[src/hdl/brc_pkg.sv]
// Package of constants and types for the bridge reset controller.
`default_nettype none
package brc_pkg;
	localparam logic [7:0]  SEC_BUS_CTL_OFFSET = 8'h3e;
	localparam int          SEC_RESET_BIT      = 6;
	localparam logic [15:0] SEC_BUS_CTL_RESET  = 16'h0000;
	localparam int          CLK_PERIOD_PS      = 5000;
	localparam int          REFCLK_WAIT_NS     = 10000;
	localparam int          REFCLK_WAIT_CYC    = (REFCLK_WAIT_NS * 1000 + CLK_PERIOD_PS - 1)
		/ CLK_PERIOD_PS;
	localparam int          TRAIN_MAX_MS       = 80;
	localparam int          TRAIN_MAX_CYC      = TRAIN_MAX_MS * 200000;
	localparam int          TRAIN_DELAY_CYC    = 64;
	localparam int          CNT_W              = 24;
	localparam int          STRAP_W            = 8;
	localparam logic [7:0]  STRAP_RESET        = 8'h00;

	typedef enum logic [3:0] {
		BRC_POWER  = 4'b0001,
		BRC_CLKWT  = 4'b0010,
		BRC_RESET  = 4'b0100,
		BRC_RUN    = 4'b1000
	} brc_state_t;

	// Reset strobes for each register domain.
	typedef struct packed {
		logic sticky;
		logic eeprom;
		logic aux_pm;
		logic ordinary;
	} brc_domains_t;

	typedef struct packed {
		logic       wr;
		logic       rd;
		logic [7:0] addr;
		logic [15:0] wdata;
	} brc_cfg_req_t;
endpackage
`default_nettype wire

[src/hdl/brc_reset_ctrl.sv]
// Reset sequencer and domain control for the bridge reset controller.
// Summary of operation
// - Hold power-on reset until core supply sense reports 90 percent of nominal.
// - Release power-on reset 10 us after reference clock activity is seen.
// - Power-on reset clears every register, state machine, sticky and PM state except the edge trackers and latched straps.
// - Any hardware reset source asserts the secondary bus reset output.
// - Low global reset forces power-on reset asynchronously, without a clock.
// - While global reset is low all domains are held at defaults.
// - Rising global reset samples static configuration inputs once and holds them.
// - After global or fundamental reset release, start EEPROM download and link setup.
// - Link training starts within 80 ms of global reset release.
// - Link training starts within 80 ms of fundamental reset release.
// - Low fundamental reset applies link reset and clears non-sticky bits.
// - Low fundamental reset resets machines except sticky and aux PM ones.
// - Rising fundamental reset is taken as system power good.
// - Rising fundamental reset samples and latches static configuration inputs.
// - Hot reset on the link moves the link interface into data-link-down.
// - Data-link-down resets all but sticky, EEPROM-loadable, EEPROM and aux PM.
`default_nettype none
module brc_reset_ctrl #(
	parameter int TRAIN_CYC = brc_pkg::TRAIN_DELAY_CYC
) (
	input  wire logic                        clk_sys_in,
	input  wire logic                        rst_in,
	input  wire logic                        global_reset_n_in,
	input  wire logic                        fund_reset_n_in,
	input  wire logic                        core_supply_sense_in,
	input  wire logic                        refclk_active_in,
	input  wire logic                        hot_reset_in,
	input  wire logic                        eeprom_present_in,
	input  wire logic [brc_pkg::STRAP_W-1:0] strap_in,
	input  wire brc_pkg::brc_cfg_req_t       cfg_req_in,
	output logic [15:0]                      cfg_rdata_out,
	output logic                             secondary_bus_reset_n_out,
	output logic                             link_reset_out,
	output logic                             data_link_down_out,
	output logic                             power_good_out,
	output logic                             eeprom_load_start_out,
	output logic                             link_train_start_out,
	output brc_pkg::brc_domains_t            domain_reset_out,
	output logic [brc_pkg::STRAP_W-1:0]      strap_out
);
	// Global reset acts without the clock: it clears the power-on domain asynchronously.
	logic        global_reset_n_q1;
	logic        global_reset_n_q2;
	always_ff @(posedge clk_sys_in or negedge global_reset_n_in) begin
		if (!global_reset_n_in) begin
			global_reset_n_q1 <= 1'b0;
			global_reset_n_q2 <= 1'b0;
		end else begin
			global_reset_n_q1 <= 1'b1;
			global_reset_n_q2 <= global_reset_n_q1;
		end
	end

	// Two-stage synchronisers for the supply, clock activity, fundamental and hot reset pins.
	logic [3:0] sync1;
	logic [3:0] sync2;
	logic       supply_ok;
	logic       refclk_ok;
	logic       perst_n;
	logic       hot_rst;
	assign supply_ok = sync2[0];
	assign refclk_ok = sync2[1];
	assign perst_n   = sync2[2];
	assign hot_rst   = sync2[3];
	always_ff @(posedge clk_sys_in) begin
		sync1 <= {hot_reset_in, fund_reset_n_in, refclk_active_in, core_supply_sense_in};
		sync2 <= sync1;
	end

	// Strap pins are static but still cross in through two stages before capture.
	logic [brc_pkg::STRAP_W-1:0] strap_s1;
	logic [brc_pkg::STRAP_W-1:0] strap_s2;
	always_ff @(posedge clk_sys_in) begin
		strap_s1 <= strap_in;
		strap_s2 <= strap_s1;
	end

	// Power-on sequencing state.
	brc_pkg::brc_state_t     state;
	brc_pkg::brc_state_t     next_state;
	logic [brc_pkg::CNT_W-1:0] clk_cnt;
	logic [brc_pkg::CNT_W-1:0] next_clk_cnt;
	logic                    por;
	always_comb begin
		next_state   = state;
		next_clk_cnt = clk_cnt;
		case (state)
			brc_pkg::BRC_POWER: begin
				next_clk_cnt = '0;
				if (supply_ok) begin
					next_state = brc_pkg::BRC_CLKWT;
				end
			end
			brc_pkg::BRC_CLKWT: begin
				if (!supply_ok) begin
					next_state = brc_pkg::BRC_POWER;
				// The wait starts at the first sign of clock activity and then runs on its own.
				end else if (refclk_ok || clk_cnt != '0) begin
					next_clk_cnt = clk_cnt + 1'b1;
					if (clk_cnt == brc_pkg::CNT_W'(brc_pkg::REFCLK_WAIT_CYC - 1)) begin
						next_state = brc_pkg::BRC_RUN;
					end
				end
			end
			brc_pkg::BRC_RUN: begin
				next_clk_cnt = '0;
				if (!supply_ok) begin
					next_state = brc_pkg::BRC_POWER;
				end
			end
			default: begin
				next_state   = brc_pkg::BRC_POWER;
				next_clk_cnt = '0;
			end
		endcase
	end
	always_ff @(posedge clk_sys_in or negedge global_reset_n_in) begin
		if (!global_reset_n_in) begin
			state   <= brc_pkg::BRC_POWER;
			clk_cnt <= '0;
		end else if (rst_in) begin
			state   <= brc_pkg::BRC_POWER;
			clk_cnt <= '0;
		end else begin
			state   <= next_state;
			clk_cnt <= next_clk_cnt;
		end
	end
	// Internal power-on reset covers sequencing and the global reset pin.
	assign por = (state != brc_pkg::BRC_RUN) || !global_reset_n_q2;

	// Edge tracking, link state, strap capture and start sequencing.
	logic        global_reset_n_prev;
	logic        perst_prev;
	logic        next_global_reset_n_prev;
	logic        next_perst_prev;
	logic        global_reset_n_rise;
	logic        perst_rise;
	logic        dl_down;
	logic        next_dl_down;
	logic [brc_pkg::STRAP_W-1:0] strap;
	logic [brc_pkg::STRAP_W-1:0] next_strap;
	logic        pwr_good;
	logic        next_pwr_good;
	logic        train_pend;
	logic        next_train_pend;
	logic [brc_pkg::CNT_W-1:0] train_cnt;
	logic [brc_pkg::CNT_W-1:0] next_train_cnt;
	logic        ee_start;
	logic        next_ee_start;
	logic        train_start;
	logic        next_train_start;
	logic [15:0] ctl;
	logic [15:0] next_ctl;
	logic [15:0] rdata;
	logic [15:0] next_rdata;
	logic        sec_n;
	logic        next_sec_n;
	logic        boot;
	logic        next_boot;
	brc_pkg::brc_domains_t dom;
	brc_pkg::brc_domains_t next_dom;

	assign global_reset_n_rise  = global_reset_n_q2 && !global_reset_n_prev;
	// The fundamental reset edge detector tracks its pin through power-on reset.
	assign perst_rise = perst_n && !perst_prev && !por;

	always_comb begin
		next_global_reset_n_prev   = global_reset_n_q2;
		next_perst_prev  = perst_n;
		next_dl_down     = dl_down;
		next_strap       = strap;
		next_pwr_good    = pwr_good;
		next_train_pend  = train_pend;
		next_train_cnt   = train_cnt;
		next_ee_start    = 1'b0;
		next_train_start = 1'b0;
		next_ctl         = ctl;
		next_rdata       = rdata;
		next_boot        = 1'b0;
		// Hot reset wins over the retrain pulse, so a held hot reset keeps the link down.
		if (hot_rst) begin
			next_dl_down = 1'b1;
		end else if (train_start) begin
			next_dl_down = 1'b0;
		end
		// Straps move only on a real rising edge, never on a quiet release of power-on reset.
		if (global_reset_n_rise || perst_rise) begin
			next_strap = strap_s2;
		end
		// Power good follows a rising fundamental reset and drops while it is low.
		if (!perst_n) begin
			next_pwr_good = 1'b0;
		end else if (perst_rise) begin
			next_pwr_good = 1'b1;
		end
		// Release of global or fundamental reset launches download and a bounded wait before training; leaving link-down launches only the wait.
		if (por || !perst_n) begin
			next_train_pend = 1'b0;
			next_train_cnt  = '0;
		end else if (boot || perst_rise || (!train_pend && dl_down && !hot_rst)) begin
			// The first cycle after power-on reset stands for the global reset release.
			next_ee_start   = eeprom_present_in && (boot || perst_rise);
			next_train_pend = 1'b1;
			next_train_cnt  = '0;
		end else if (train_pend) begin
			next_train_cnt = train_cnt + 1'b1;
			if (train_cnt == brc_pkg::CNT_W'(TRAIN_CYC - 1)) begin
				next_train_pend  = 1'b0;
				next_train_start = 1'b1;
			end
		end
		// Ordinary bits clear on every reset source, including data-link-down.
		if (por || !perst_n || dl_down) begin
			next_ctl = brc_pkg::SEC_BUS_CTL_RESET;
		end else if (cfg_req_in.wr && cfg_req_in.addr == brc_pkg::SEC_BUS_CTL_OFFSET) begin
			next_ctl = cfg_req_in.wdata;
		end
		// Reads of any other offset return zero.
		if (cfg_req_in.rd && cfg_req_in.addr == brc_pkg::SEC_BUS_CTL_OFFSET) begin
			next_rdata = ctl;
		end else if (cfg_req_in.rd) begin
			next_rdata = 16'h0000;
		end
		// Active low, so the pin level comes straight from this register.
		next_sec_n = !(por || !perst_n || dl_down || hot_rst ||
			ctl[brc_pkg::SEC_RESET_BIT]);
		// Sticky and aux power management clear only on power-on reset.
		next_dom.sticky   = por;
		next_dom.aux_pm   = por;
		next_dom.eeprom   = por || !perst_n;
		next_dom.ordinary = por || !perst_n || dl_down;

		// Power-on reset forces every domain to its default; edges and straps still track.
		if (por) begin
			next_dl_down     = 1'b0;
			next_pwr_good    = 1'b0;
			next_train_pend  = 1'b0;
			next_train_cnt   = '0;
			next_ee_start    = 1'b0;
			next_train_start = 1'b0;
			next_ctl         = brc_pkg::SEC_BUS_CTL_RESET;
			next_rdata       = 16'h0000;
			next_sec_n       = 1'b0;
			next_dom         = '1;
			next_boot        = 1'b1;
		end
	end

	always_ff @(posedge clk_sys_in) begin
		// Power-on reset is folded into the next values; only the sync reset acts here.
		if (rst_in) begin
			global_reset_n_prev   <= 1'b0;
			perst_prev  <= 1'b0;
			dl_down     <= 1'b0;
			strap       <= brc_pkg::STRAP_RESET;
			pwr_good    <= 1'b0;
			train_pend  <= 1'b0;
			train_cnt   <= '0;
			ee_start    <= 1'b0;
			train_start <= 1'b0;
			ctl         <= brc_pkg::SEC_BUS_CTL_RESET;
			rdata       <= 16'h0000;
			sec_n       <= 1'b0;
			dom         <= '1;
			boot        <= 1'b1;
		end else begin
			global_reset_n_prev   <= next_global_reset_n_prev;
			perst_prev  <= next_perst_prev;
			dl_down     <= next_dl_down;
			strap       <= next_strap;
			pwr_good    <= next_pwr_good;
			train_pend  <= next_train_pend;
			train_cnt   <= next_train_cnt;
			ee_start    <= next_ee_start;
			train_start <= next_train_start;
			ctl         <= next_ctl;
			rdata       <= next_rdata;
			sec_n       <= next_sec_n;
			dom         <= next_dom;
			boot        <= next_boot;
		end
	end

	assign cfg_rdata_out             = rdata;
	assign secondary_bus_reset_n_out = sec_n;
	assign link_reset_out            = dom.eeprom;
	assign data_link_down_out        = dl_down;
	assign power_good_out            = pwr_good;
	assign eeprom_load_start_out     = ee_start;
	assign link_train_start_out      = train_start;
	assign domain_reset_out          = dom;
	assign strap_out                 = strap;
endmodule
`default_nettype wire

[config.mk]
export PLATFORM = sky130hd
export DESIGN_NAME = brc_reset_ctrl
export DESIGN_NICKNAME = d
export VERILOG_FILES = /design/src/hdl/brc_pkg.sv /design/src/hdl/brc_reset_ctrl.sv
export SDC_FILE = /design/constraint.sdc
export NUM_CORES = 1
export LEC_CHECK = 0
export BUFFER_PORTS_ARGS = -buffer_cell sky130_fd_sc_hd__buf_2
export CAP_MARGIN = 20
export CORE_AREA = 5 5 180 113
export DETAILED_ROUTE_END_ITERATION = 7
export DIE_AREA = 0 0 185 118
export PLACE_DENSITY = 0.46
export SLEW_MARGIN = 25
export SYNTH_ARGS = -nofsm -noshare
export SYNTH_HDL_FRONTEND = slang
export SYNTH_SLANG_ARGS = --single-unit
[constraint.sdc]
create_clock -name clk_sys_in -period 1.77 [get_ports clk_sys_in]
set_input_delay 0.177 -clock clk_sys_in [delete_from_list [all_inputs] [get_ports clk_sys_in]]
set_output_delay 0.177 -clock clk_sys_in [all_outputs]
set_load 0.03 [all_outputs]
======== Word-level counts from Yosys, hierarchy flattened ========
Cells that the tools add are included.
cells by class
  add/sub/neg operators ................... 2
  equality and inequality tests ........... 13
  mux-type cells .......................... 21
  bitwise logic cells ..................... 3
  reduce and logical (&&, ||, !) cells .... 37
operator list
  kind                     count
  $mux W24                 4
  $add A24 B1 Y24 const B  2
  $mux W16                 2
  $mux W4                  7
  $eq A24 B11 Y1 const B   1
  $eq A24 B6 Y1 const B    1
  $reduce_bool A24 Y1      1
  $ne A3 B3 Y1 const B     4
  $ne A4 B4 Y1 const B     3
  $pmux W4 S3              1
  $logic_or A1 B1 Y1       9
  $reduce_or A3 Y1         3
  $eq A8 B6 Y1 const B     1
  $logic_and A1 B1 Y1      8
  $logic_not A1 Y1         8
  $reduce_or A4 Y1         2
  $mux W1                  7
  $reduce_or A5 Y1         1
  $eq A4 B1 Y1 const B     1
  $eq A4 B2 Y1 const B     1
  $eq A4 B4 Y1 const B     1
  $reduce_and A4 Y1        1
  $reduce_bool A2 Y1       2
  $not A1 Y1               3
  other kinds (2)          2
storage, ports and cells
  bits in registers ....................... 131
  input bits .............................. 42
  output and inout port bits .............. 34
  word-level logic and storage cells ...... 101

======== Logic depth before layout (Yosys ltp) ========
  depth in word-level cells ............... 8
  gate-level depth with buffers ........... 8
  gate-level depth less buffers ........... 7

======== Least setup slack after synthesis ========
No wires, ideal clock.
  path type ............................... flip-flop to flip-flop
  start point ............................. reg clk_cnt[0] (netlist bit)
  end point ............................... reg clk_cnt[6] (netlist bit)
  library setup time ...................... 110 ps
  arrival time ............................ 1,713 ps
  data required time ...................... 1,660 ps
  slack ................................... -54 ps
  stages on the path, launching flop included .. 9
  path buffers ............................ 1
  period minus slack after synthesis ...... 1,824 ps
  path through ............................ dfrtp_1 > inv_1 > ha_1 > nor4b_1 > nand4_1 > o22ai_2 > buf_2 > o21ai_0 > o41ai_1
on the way
  cells in the longest elaborated chain, start to end .. 5
  elaborated cells on any way between the ends .. 9
  those cells by class .................... add/sub: 1; eq/ne: 1; mux: 4; reduce/logical: 3
ends and longest elaborated chain
  what                      line                   source
  start: declaration        brc_reset_ctrl.sv:83   logic [brc_pkg::CNT_W-1:0] clk_cnt;
  start signal: assignment  brc_reset_ctrl.sv:128  clk_cnt <= next_clk_cnt;
  $add A24 B1 Y24           brc_reset_ctrl.sv:101  next_clk_cnt = clk_cnt + 1'b1;
  $mux W24                  brc_reset_ctrl.sv:100  end else if (refclk_ok || clk_cnt != '0) begin
  $mux W24                  brc_reset_ctrl.sv:97   if (!supply_ok) begin
  $mux W24                  brc_reset_ctrl.sv:89   case (state)
  $mux W24                  brc_reset_ctrl.sv:123  end else if (rst_in) begin
Several ways; a longest one is shown, not always the timed one. The select of a mux whose other input is x is not followed.
A chain may end at the register's enable or synchronous reset.

======== Worst setup path after layout ========
  start point ............................. reg clk_cnt[11] (netlist bit)
  end point ............................... reg clk_cnt[19] (netlist bit)
Same word-level chain as after synthesis.

==> flow_summary.toml <==
[status]
outcome = "finished, violations left"
failed_checks = "setup timing"

[hold_path]
worstHoldPathType = "in -> reg"

[place]
gp_congestion = 0.757
dp_slack_ps = -305
io_buffer_count = 75
placed_cell_area_um2 = 6120
hpwl_mm = 9.25

[global_route]
grt_max_degree = 33
grt_pass1_vias = 4407
grt-ovfl-total = 0
antenna_found_initial = 0
grtUsageTotal_pct = 12.5
grt_pass1_wl_mm = 22.1

[pwr]
cellPowerDensity_nw_per_um2 = 935
peakVddDrop_v = 0.000539
leakagePower_nw = 2.94

[die]
die_h_um = 118
fp.dieArea_um2 = 21800
io-pin-count = 76
rows = 39
chipWidth_um = 185
initial_utilization_pct = 27.3
design.core.area_um2 = 18500

[yosys]
yosys-top-cells-count = "dfxtp_1, nand2_1, a21oi_1"
synth.most_common_cell = "dfxtp_1"
synthArstFlopShare_pct = 22.7
synthTopCellsByArea = "dfxtp_1, dfrtp_1, nand2_1"
synthFlopType = "dfxtp_1"
synth-seq-cells = 128
yosysUniqueCellTypes = 61
synth_edf_count = 0
syn_avg_cell_area_um2 = 9.56
synth_top_area_share_pct = 39.2
synth_cells = 529
synth-warning-count = 0
seq_area_frac_synth_pct = 53.5
syn-cell-area_um2 = 5060
syn-num-nets = 574
synth_largest_area_cell = "dfxtp_1"

[cells_and_area]
syn_to_final_growth_pct = 45.3
postLayoutCellArea_um2 = 7350
n_antenna_cell = 0
drive_gt1_share_pct = 31.3
final_nets = 737

[route]
firstDrtPassIters = 4
antenna_left = 0
wire_per_inst_um = 14.1
drcViolationCount = 0
wirelength_mm = 13.4
vias_per_cell = 4.61
drt_iter0_markers = 133
vias = 4381

[sta]
layout_setup_ws_ps = -46.5
clock_skew_ps = 9.63
fin_crit_sh_pct = 103
post-route-min-period_ps = 1820
relSlewSlack_pct = 51.3
slew_viol_final = 0
hold_viol_final = 0
setup_viol_count_final = 7
whs_ps = 18.6
tightest_slew_ps = 731
fmax_ghz = 0.551
rsz0062_at_grt = "true"

[worst_setup_path]
cpPeakStageDelay_ps = 410
cp_max_fo = 7
crit_buf_inv = 2
crit_type = "reg -> reg"
critical-path-slowest-cell = "dfrtp_1"
cp_top_family = "simple AND/OR/NAND/NOR gates"
worst_setup_path_end_kind = "register"
cp_cell_sequence = "nor4_4 > nand4_1 > buf_6 > o21ai_4 > buf_4 > nor3_1 > a21o_1"
arrival_ps = 2120
required_ps = 2070
worstSetupStartpointType = "register"

[clocking]
cts.sinks = 128
cts_buffer_depth = 2
cts_root_buf = "clkbuf_16"
cts_made_buffers = 17
cts.clk_slew.worst_paths_ps = 70
clk_latency_ps = 420
cts_max_level = 4
cts_tree = "done"

[flow_run]
max-cap-violations = 0
[placed cells by master, fill, tap and decap left out, types with 12 or more instances in the layout]
cell / netlist / layout
a21oi_1: 45 / 42
buf_2: 9 / 75
buf_4: 3 / 48
buf_6: 1 / 13
clkbuf_16: 0 / 17
dfrtp_1: 28 / 26
dfxtp_1: 99 / 99
dlygate4sd3_1: 0 / 24
mux2i_1: 12 / 12
nand2_1: 63 / 62
nand2b_1: 19 / 18
nand3_1: 35 / 31
nand4_1: 17 / 17
nor2_1: 42 / 42
o21ai_0: 19 / 13
xor2_1: 16 / 16
[where the power goes]
part           switching [mW]  total (mW)  leakage [nW]  internal (mW)
combinational           0.125       0.261          1.44          0.137
clock                    1.49        3.64         0.301           2.15
sequential             0.0267        2.97          1.20           2.94
[registers in the layout (all words and copies together), names as in the netlist, 3 cells and up]
| signal | flops |
|---|---|
| state | 3 |
| sync2 | 4 |
| strap_s1 | 8 |
| strap_s2 | 8 |
| strap_out | 8 |
| ctl | 16 |
| train_cnt | 24 |
| cfg_rdata_out | 16 |
| sync1 | 4 |
| clk_cnt | 24 |
[per-stage QoR]
stage | util, % | cells | total power [mW] | TNS [ps]
finish | 39.6 | 951 | 6.87 | -137
global route | 39.6 | 951 | 7.13 | -1470
CTS | 38.6 | 949 | 6.97 | -303
detailed placement | 33.0 | 888 | 3.23 | -5930
global placement | 33.0 | 888 | 3.22 | -3100
floorplan | - | 529 | 3.12 | 0
[path summary, 6_finish.rpt]
path / from / to / slack (ps) / depth (start not counted)
min in group asynchronous: global_reset_n_in / clk_cnt[4] / 360 / 2
max in group asynchronous: global_reset_n_in / clk_cnt[3] / 900 / 2
worst min-delay path: cfg_req_in[2] / ctl[2] / 20 / 3
worst max register to register: clk_cnt[11] / clk_cnt[19] / -50 / 7
worst min register to register: sync1[0] / sync2[0] / 330 / 0
worst max-delay path: clk_cnt[11] / clk_cnt[19] / -50 / 7
[timing repair]
action	4_1_cts	5_1_grt
gates resized for setup	21	38
setup endpoints to repair	59	58
hold endpoints to repair	51	0
pin swaps	9	18
gates cloned	1	0
setup buffers	4	3
hold buffers	24	0
[worst register-to-register path: cells and delay by family, from the launching register on]
kind	cells	cell delay (ps)
buffers and inverters	2	340
AO/OA/AOI/OAI	2	400
AND/OR/NAND/NOR	3	550
flip-flops	1	410
[routing by layer]
layer	vias up	routed length [um]	track usage (%)	share of wire [%]
li1	2193	-	-	-
met1	2078	6810	18.2	51
met2	97	5710	18.0	43
met3	13	707	3.40	5.3
met4	0	162	3.90	1.2
met5	-	0	0	0
[layout make-up]
type,count,area (um^2)
repair buffers,166,1250
flip-flops and latches,128,2710
well taps,246,308
clock buffers,17,425
fillers,1850,11200
clock inverters,15,188
multi-input cells,369,2430
inverters,10,37.5
[kinds of logic (layout without fill, tap and decap cells)]
family | after synthesis | count (layout) | synth area share, %
AO/OA/AOI/OAI | 92 | 92 | 10.8
buffers and inverters | 32 | 208 | 2.97
AND/OR/NAND/NOR | 237 | 237 | 25.3
adder cells (fa/ha/maj) | 3 | 3 | 0.742
XOR/XNOR | 24 | 24 | 4.16
multiplexers | 12 | 12 | 2.37
flip-flops | 128 | 128 | 53.5
other | 1 | 1 | 0.0741
Note: power is estimated with default switching activity, not from simulation.
